$ cat config.mk
export PLATFORM = sky130hd
export DESIGN_NAME = msb_bridge_select
export DESIGN_NICKNAME = d
export VERILOG_FILES = /design/src/core/msb_bridge_select.v
export VERILOG_INCLUDE_DIRS = /design/src /design/src/include
export SDC_FILE = /design/constraint.sdc
export NUM_CORES = 1
export LEC_CHECK = 0
export ABC_CLOCK_PERIOD_IN_PS = 1770
export BUFFER_PORTS_ARGS = -buffer_cell sky130_fd_sc_hd__buf_2
export CAP_MARGIN = 15
export CORE_MARGIN = 4
export CORE_UTILIZATION = 45
export DETAILED_ROUTE_END_ITERATION = 6
export GPL_TIMING_DRIVEN = 0
export PLACE_DENSITY = 0.67
export REMOVE_ABC_BUFFERS = 1
export SLEW_MARGIN = 20
export SYNTH_ARGS = -nofsm -noshare
export SYNTH_HDL_FRONTEND = slang
export SYNTH_SLANG_ARGS = --single-unit
$ cat constraint.sdc
create_clock -name clk -period 1.77 [get_ports clk]
set_input_delay 0.4425 -clock clk [delete_from_list [all_inputs] [get_ports clk]]
set_output_delay 0.4425 -clock clk [all_outputs]
set_load 0.02 [all_outputs]
$ cat src/include/msb_defs.vh
// Constants for the multidrop scan bridge selection logic
`ifndef MSB_DEFS_VH
`define MSB_DEFS_VH
// Instruction register width and address field width
`define MSB_IR_W        8
`define MSB_ADDR_W      7
// Reserved level-1 codes (broadcast and four multicast groups)
`define MSB_BCAST_CODE  7'h3a
`define MSB_MCAST0_CODE 7'h3b
`define MSB_MCAST1_CODE 7'h3c
`define MSB_MCAST2_CODE 7'h3d
`define MSB_MCAST3_CODE 7'h3e
`define MSB_GRP_W       2
// Level-2 instruction codes (full IR value)
`define MSB_I_BYPASS    8'hff
`define MSB_I_EXTEST    8'h00
`define MSB_I_SAMPLE    8'h81
`define MSB_I_IDCODE    8'haa
`define MSB_I_MODE_REG_SELECT_CMD   8'h8e
`define MSB_I_GRPSEL    8'h03
`define MSB_I_SIGSEL    8'hc9
`define MSB_I_CNTSEL    8'hca
`define MSB_I_SIGON     8'h0c
`define MSB_I_SIGOFF    8'h8d
`define MSB_I_CNTON     8'h0f
`define MSB_I_CNTOFF    8'h90
`define MSB_I_WAIT      8'h84
`define MSB_I_PARKTLR   8'hc1
`define MSB_I_PARK_IN_IDLE_CMD   8'hc2
`define MSB_I_PARKPDR   8'hc3
`define MSB_I_PARKPIR   8'hc4
`define MSB_I_UNPARK    8'he2
// Width of the one-hot register select output
`define MSB_SEL_W       8
`endif

$ cat src/core/msb_bridge_select.v
// Selection, TAP and local port configuration logic of a scan bridge
// Operation
// - Compare low seven IR bits with slot
// - Broadcast or multicast match selects device
// - No match moves to unselected state
// - Shift-IR bits enter IR at MSB
// - Unselected device discards IR shift-out bits
// - Reset: TLR, wait-for-address, ports parked-TLR
// - Three port configuration machines moving in lockstep
// - Ports park in TLR, RTI, PDR, PIR
// - Parked-RTI unparks after unpark plus RTI
// - Park-RTI holds local TMS low
// - Port machines enabled only when selected
// - Group register writable only single-selected
// - Selected device decodes level-2 instructions
// - One chain; unparked ports inserted serially
// - Registers shift in at MSB
`timescale 1ns/10ps
`include "msb_defs.vh"
module msb_bridge_select (
  input  wire       clk,
  input  wire       rst,
  input  wire       tck_b,
  input  wire       tms_b,
  input  wire       tdi_b,
  output reg        tdo_b,
  output reg        tdo_b_oe,
  input  wire [6:0] slot,
  output wire [2:0] tck_lsp,
  output reg  [2:0] tms_lsp,
  output reg  [2:0] tdi_lsp,
  input  wire [2:0] tdo_lsp,
  output reg  [2:0] port_active,
  output reg  [1:0] sel_state,
  output reg  [3:0] tap_state,
  output reg  [7:0] reg_select,
  output reg        sig_enable,
  output reg        cnt_enable
);
  // ==========================================================
  // TAP state codes
  localparam TLR = 4'h0, RTI = 4'h1, SDS = 4'h2, CDR = 4'h3;
  localparam SDR = 4'h4, E1D = 4'h5, PDR = 4'h6, E2D = 4'h7;
  localparam UDR = 4'h8, SIS = 4'h9, CIR = 4'ha, SIR = 4'hb;
  localparam E1I = 4'hc, PIR = 4'hd, E2I = 4'he, UIR = 4'hf;
  // Selection states
  localparam S_WAIT = 2'h0, S_SINGLE = 2'h1, S_GROUP = 2'h2;
  localparam S_UNSEL = 2'h3;
  // Port configuration states
  localparam P_TLR = 3'h0, P_RTI = 3'h1, P_PDR = 3'h2, P_PIR = 3'h3;
  localparam P_ACT = 3'h4;

  // ==========================================================
  // Pin synchronisers; first stage feeds only the second
  reg [2:0] sync1;
  reg [2:0] sync2;
  reg       tck_d;
  always @(posedge clk) begin
    if (rst) begin
      sync1 <= 3'h0;
      sync2 <= 3'h0;
      tck_d <= 1'b0;
    end else begin
      sync1 <= {tck_b, tms_b, tdi_b};
      sync2 <= sync1;
      tck_d <= sync2[2];
    end
  end
  wire tck_s = sync2[2];
  wire tms_s = sync2[1];
  wire tdi_s = sync2[0];
  wire rise  = tck_s & ~tck_d;
  wire fall  = ~tck_s & tck_d;
  // Local clocks follow the synchronised backplane clock
  assign tck_lsp = {3{tck_s}};

  // ==========================================================
  // TAP controller next state
  function [3:0] tap_next;
    input [3:0] s;
    input       m;
    begin
      case (s)
        TLR: tap_next = m ? TLR : RTI;
        RTI: tap_next = m ? SDS : RTI;
        SDS: tap_next = m ? SIS : CDR;
        CDR: tap_next = m ? E1D : SDR;
        SDR: tap_next = m ? E1D : SDR;
        E1D: tap_next = m ? UDR : PDR;
        PDR: tap_next = m ? E2D : PDR;
        E2D: tap_next = m ? UDR : SDR;
        UDR: tap_next = m ? SDS : RTI;
        SIS: tap_next = m ? TLR : CIR;
        CIR: tap_next = m ? E1I : SIR;
        SIR: tap_next = m ? E1I : SIR;
        E1I: tap_next = m ? UIR : PIR;
        PIR: tap_next = m ? E2I : PIR;
        E2I: tap_next = m ? UIR : SIR;
        UIR: tap_next = m ? SDS : RTI;
        default: tap_next = TLR;
      endcase
    end
  endfunction

  // Reserved group code test, used by the selection machine only
  function is_group;
    input [6:0] a;
    begin
      is_group = (a == `MSB_MCAST0_CODE) || (a == `MSB_MCAST1_CODE) ||
                 (a == `MSB_MCAST2_CODE) || (a == `MSB_MCAST3_CODE);
    end
  endfunction

  // ==========================================================
  // Registers
  reg  [7:0] ir_shift;
  reg  [7:0] ir;
  reg  [1:0] group_address_register;
  reg        grp_valid;
  reg  [1:0] grp_shift;
  reg        bypass_bit;
  reg  [2:0] pstate [0:2];
  wire [3:0] next_tap = tap_next(tap_state, tms_s);
  wire       selected = (sel_state == S_SINGLE) || (sel_state == S_GROUP);

  // TAP state register and IR shift/update
  always @(posedge clk) begin
    if (rst) begin
      tap_state <= TLR;
      ir_shift  <= `MSB_I_BYPASS;
      ir        <= `MSB_I_BYPASS;
    end else if (rise) begin
      tap_state <= next_tap;
      if (tap_state == CIR)
        ir_shift <= {6'h00, 2'h1};
      else if (tap_state == SIR)
        ir_shift <= {tdi_s, ir_shift[7:1]};
      if (tap_state == TLR)
        ir <= `MSB_I_BYPASS;
      else if (tap_state == UIR)
        ir <= ir_shift;
    end
  end

  // ==========================================================
  // Selection machine: decides at each IR update while unselected
  wire [6:0] addr = ir_shift[6:0];
  always @(posedge clk) begin
    if (rst) begin
      sel_state <= S_WAIT;
    end else if (rise) begin
      case (sel_state)
        S_WAIT, S_UNSEL: begin
          if (tap_state == UIR) begin
            if (addr == slot)
              sel_state <= S_SINGLE;
            else if (addr == `MSB_BCAST_CODE ||
                     (is_group(addr) && grp_valid &&
                      addr[1:0] + 2'h1 == group_address_register))
              sel_state <= S_GROUP;
            else
              sel_state <= S_UNSEL;
          // Leave on the same TCK edge that enters reset, not one later
          end else if (next_tap == TLR && sel_state == S_UNSEL)
            sel_state <= S_WAIT;
        end
        S_SINGLE, S_GROUP: begin
          if (tap_state == UIR && ir_shift == `MSB_I_WAIT)
            sel_state <= S_WAIT;
        end
        default: sel_state <= S_WAIT;
      endcase
    end
  end

  // ==========================================================
  // Level-2 decode; group register reachable only single-selected
  always @(posedge clk) begin
    if (rst) begin
      reg_select <= 8'h00;
      sig_enable <= 1'b0;
      cnt_enable <= 1'b0;
      group_address_register <= 2'h0;
      grp_valid  <= 1'b0;
      grp_shift  <= 2'h0;
      bypass_bit <= 1'b0;
    end else if (rise && selected && tap_state == UIR) begin
      reg_select <= 8'h00;
      case (ir_shift)
        `MSB_I_BYPASS:  reg_select <= 8'h01;
        `MSB_I_EXTEST,
        `MSB_I_SAMPLE:  reg_select <= 8'h02;
        `MSB_I_IDCODE:  reg_select <= 8'h04;
        `MSB_I_MODE_REG_SELECT_CMD: reg_select <= 8'h08;
        `MSB_I_GRPSEL:  reg_select <= {2'h0, sel_state == S_SINGLE, 5'h0};
        `MSB_I_SIGSEL:  reg_select <= 8'h40;
        `MSB_I_CNTSEL:  reg_select <= 8'h80;
        `MSB_I_SIGON:   sig_enable <= 1'b1;
        `MSB_I_SIGOFF:  sig_enable <= 1'b0;
        `MSB_I_CNTON:   cnt_enable <= 1'b1;
        `MSB_I_CNTOFF:  cnt_enable <= 1'b0;
        default:        reg_select <= 8'h01;
      endcase
    end else if (rise && tap_state == SDR) begin
      bypass_bit <= tdi_s;
      if (reg_select[5] && sel_state == S_SINGLE)
        grp_shift <= {tdi_s, grp_shift[1]};
    end else if (rise && tap_state == UDR && reg_select[5] &&
                 sel_state == S_SINGLE) begin
      group_address_register <= grp_shift;
      grp_valid <= 1'b1;
    end
  end

  // ==========================================================
  // Three port configuration machines
  genvar g;
  generate
    for (g = 0; g < 3; g = g + 1) begin : port
      reg [2:0] next_p;
      always @* begin
        next_p = pstate[g];
        if (selected) begin
          case (pstate[g])
            P_ACT: begin
              if (ir == `MSB_I_PARK_IN_IDLE_CMD && tap_state == RTI)
                next_p = P_RTI;
              else if (ir == `MSB_I_PARKTLR && tap_state == RTI)
                next_p = P_TLR;
              else if (ir == `MSB_I_PARKPDR && tap_state == PDR)
                next_p = P_PDR;
              else if (ir == `MSB_I_PARKPIR && tap_state == PIR)
                next_p = P_PIR;
            end
            P_TLR, P_RTI:
              if (ir == `MSB_I_UNPARK && tap_state == RTI)
                next_p = P_ACT;
            P_PDR:
              if (ir == `MSB_I_UNPARK && tap_state == PDR)
                next_p = P_ACT;
            P_PIR:
              if (ir == `MSB_I_UNPARK && tap_state == PIR)
                next_p = P_ACT;
            default: next_p = P_TLR;
          endcase
        end
      end
      always @(posedge clk) begin
        if (rst) begin
          pstate[g]      <= P_TLR;
          port_active[g] <= 1'b0;
          tms_lsp[g]     <= 1'b1;
        end else if (rise) begin
          pstate[g]      <= next_p;
          port_active[g] <= (next_p == P_ACT);
          // Parked-TLR holds TMS high, the other parks hold it low
          if (next_p == P_ACT)
            tms_lsp[g] <= tms_s;
          else
            tms_lsp[g] <= (next_p == P_TLR);
        end
      end
    end
  endgenerate

  // ==========================================================
  // Serial chain through active ports; output changes on falling TCK
  reg [3:0] chain;
  always @* begin
    chain[0] = tdi_s;
    tdi_lsp  = 3'h0;
    chain[1] = port_active[0] ? tdo_lsp[0] : chain[0];
    tdi_lsp[0] = chain[0];
    chain[2] = port_active[1] ? tdo_lsp[1] : chain[1];
    tdi_lsp[1] = chain[1];
    chain[3] = port_active[2] ? tdo_lsp[2] : chain[2];
    tdi_lsp[2] = chain[2];
  end
  always @(posedge clk) begin
    if (rst) begin
      tdo_b    <= 1'b0;
      tdo_b_oe <= 1'b0;
    end else if (fall) begin
      // Unselected devices never drive; broadcast or multicast-selected devices drive too
      tdo_b_oe <= selected && (tap_state == SIR || tap_state == SDR);
      if (tap_state == SIR)
        tdo_b <= ir_shift[0];
      else if (|port_active)
        tdo_b <= chain[3];
      else if (reg_select[5])
        tdo_b <= grp_shift[0];
      else
        tdo_b <= bypass_bit;
    end
  end
endmodule // msb_bridge_select

==> impl_results.md <==
* Root buffer cell: clkbuf_8
* Final Hold Viols at 0
* Via/cell ratio at between 5 and 6
* Hold EP: sync1[2]$_SDFF_PP0_
* Fillers at approximately 690
* Fin. max-slew vios at 0
* Largest family of logic cells by synthesized area: simple AND/OR/NAND/NOR gates
* Synth area leaders: dfxtp_1, edfxtp_1, nor2_1
* Synth Area in XOR/XNOR at roughly 3%
* Antenna Cells at 0
* DP Area at around 3800 µm²
* Area leader, netlist: dfxtp_1
* Failing checks: negative setup slack
* Worst reg2reg setup slack at -0.08 ns
* Die area at around 9500 µm²
* Final setup margin at -0.0826 ns
* Post-Synth Adder-Cell Area at between 2 and 2.5%
* Post-Synth Simple-Gate Area at between 20% and 30%
* Worst r2r src: tap_state[1]$_SDFFE_PP0P_
* Status: finished, violations left
* Met3 wire len at between 500 and 600 µm
* Worst hold path type: primary input to flop
* Yosys top cell area share at approximately 29%
* Peak supply drop at approximately 0.52 mV
* Worst hold slack at about 0.32 ns
* Register area share after synthesis at approximately 36%
* Worst slew pin tran at 0.564 ns
* DR iter-0 viols at around 270
* Met1 Routed Length at 4560 µm
* Post-DP HPWL at approximately 6000 µm
* Antenna violations before repair at 0
* CTS tree: yes
* Clock-pin slew on the worst setup and hold paths at 0.07 ns
* GRT Total Usage at between 20% and 30%
* Number of setup violations in the final report at 6
* Ys flop type: dfxtp_1
* Critical Path Sink Type: flop
* Die height at 97.5 µm
* Synthesized instance count at between 400 and 500
* WL/cell at around 16 µm
* Core footprint at 7770 µm²
* Max-slew headroom at 62.4%
* Setup crit start kind: flop
* Clock buffer depth at 2
* Post-synth EDFFs at 9
* Fin nets at approximately 520
* Max-cap violations at 0
* Post-Route WL at around 10,000 µm
* DRT Pass-1 Iters at 5
* Warnings from Yosys at 0
* Setup TNS at -0.289 ns
* Max layer used: met4
* Pwr dens at between 600 and 700 nW/µm²
* Length of routed met2 wiring at about 4700 µm
* Die width at roughly 98 µm
* Num CTS Buffers at 9
* Final Skew at ~0.0092 ns
* Max H-tree Level at 3
* Final GP Congestion at slightly above 0.8
* Non-Filler Cell Area, Final at 4600 µm²
* Final cell count without fillers at slightly above 600
* Share of cells above drive strength 1 at 32.4%
* Row count at 32
* Critical Path RT at approximately 1.8 ns
* Avg Cell Area, Syn at about 8.2 µm²
* Ports at 45
* First-pass GRT wire length at 16,200 µm
* Worst flop-to-flop path endpoint: pstate[1][2]$_SDFFCE_PN0P_
* Compound-Gate Fraction of Synth Area at between 20% and 30%
* Yosys cell types at between 60 and 70
* Crit path max fanout at 8
* WHS Path Cells at 2
* DP Worst Slack at -1.20 ns
* Final period util at 105%
* Max Freq at between 500 and 600 MHz
* Port bufs at 43
* Number of global-route vias before repair at ~3,300
* Area growth syn-to-layout at 27.5%
* CP Class: flop to flop
* Dominant cell by count in the synthesized netlist: nor2_1
* Clk sinks at about 60
* Min Clock Period, post-route at roughly 1.9 ns
* Crit path DAT at 1.92 ns
* Post-synthesis register bit count at between 60 and 70
* Placed cells at 551
* Mapped Area at around 3600 µm²
* DRC errors left at 0
* Leak at approximately 1.8 nW
* Async set-reset flop share out of synthesis at 0%
* Mux cell area share after synthesis at 2.29%
* Initial core utilization at between 40 and 50%
* RSZ-0062 raised after global routing: yes
* Pin count of the biggest net entering global routing at 52
* Hold bufs inserted after CTS at 0
* Post-route ant nets at 0
* Hold path start: tck_b
* Top cells by count, synth: nor2_1, dfxtp_1, nand2_1, a21oi_1, nor3_1
* Worst skew pair latency at 0.34 ns
* Worst reg-to-reg path cell count at 6
* Grt ovf at 0
* DR vias at 3,534
## metal layers
| layer | GRT usage, % | up-vias |
|---|---|---|
| met4 | 7.67 | 0 |
| met2 | 33.3 | 91 |
| met3 | 3.88 | 17 |
| met5 | 0 | - |
| li1 | - | 1716 |
| met1 | 27.7 | 1710 |
## registers in the layout, summed over array words and instances, names as in the netlist, 2 cells and up
signal	flops
sync1	3
port_active	3
tap_state	4
ir_shift	8
grp_shift	2
pstate	9
group_address_register	2
sel_state	2
ir	8
tms_lsp	3
sync2	3
reg_select	7
## cell usage in the layout (no fill, tap or decap), types with 7 or more instances in the layout
cell type	Yosys	layout
buf_4	5	37
o21ai_0	14	12
a31oi_1	11	9
and3_1	8	7
nand4_1	7	7
nand3_1	10	9
buf_2	7	42
clkbuf_8	0	12
inv_1	12	9
nor2_1	56	52
nor2b_1	12	10
nand2_1	38	35
dfxtp_1	52	34
o21bai_1	8	8
edfxtp_1	9	9
dfxtp_2	0	8
a211o_1	8	8
nand2b_1	7	7
a21oi_1	26	24
nor3_1	20	20
dfxtp_4	0	10
## metrics by stage
step / total power [W] / util, %
6_report: 0.00300 / 59.2
3_5_place_dp: 0.00169 / 48.6
4_1_cts: 0.00300 / 55.8
3_3_place_gp: 0.00168 / 48.6
5_1_grt: 0.00312 / 59.2
2_1_floorplan: 0.00161 / -
## layout make-up
class / count / area (µm²) / area share [%]
Clock buffer: 13 / 169 / 3.67
Sequential cell: 61 / 1360 / 29.6
Timing Repair Buffer: 84 / 541 / 11.8
Tap cell: 102 / 128 / 2.78
Multi-Input combinational cell: 333 / 2310 / 50.3
Clock inverter: 3 / 43.8 / 0.952
Inverter: 12 / 47.5 / 1.03
## worst max path at each step
| stage | start | to | cells after the start |
|---|---|---|---|
| global route | tap_state[1]$_SDFFE_PP0P_ | port_active[2]$_SDFFE_PP0P_ | 6 |
| finish | tap_state[1]$_SDFFE_PP0P_ | pstate[1][2]$_SDFFCE_PN0P_ | 6 |
| floorplan | sync2[2]$_SDFF_PP0_ | sig_enable$_SDFFE_PP0P_ | 5 |
| detailed placement | sync2[2]$_SDFF_PP0_ | reg_select[0]$_SDFFE_PP0P_ | 5 |
| CTS | port_active[0]$_SDFFE_PP0P_ | tdi_lsp[2] | 3 |
| global placement | sync2[2]$_SDFF_PP0_ | reg_select[0]$_SDFFE_PP0P_ | 5 |
## power by group
group	internal, W	total, W	switching [W]
combinational	0.0000985	0.000236	0.000138
clock	0.000767	0.00132	0.000555
sequential	0.00142	0.00145	0.0000300
## critical path, cell delays in order (launching register included)
cell and delay [ns]:
dfxtp_4 0.40, or3b_4 0.42, o2bb2a_4 0.27, a2bb2oi_4 0.16, nor2b_4 0.14, nor2_2 0.12
nor2_1 0.06
## cells by family (layout without fill, tap and decap cells)
| family | count (synthesis) | after routing |
|---|---|---|
| muxes | 8 | 8 |
| DFF | 61 | 61 |
| AOI/OAI and AO/OA | 109 | 109 |
| other | 1 | 1 |
| and+or+nand+nor | 197 | 197 |
| adders and majority gates | 6 | 6 |
| xor gates and xnor gates | 12 | 12 |
| buffers and inverters | 48 | 112 |
## repair_timing
action | CTS | global route
endpoints found under the setup margin | 67 | 39
setup buffers | 23 | 18
pin swaps | 17 | 20
resized for setup | 51 | 32
(Power assumes the default switching activity.)
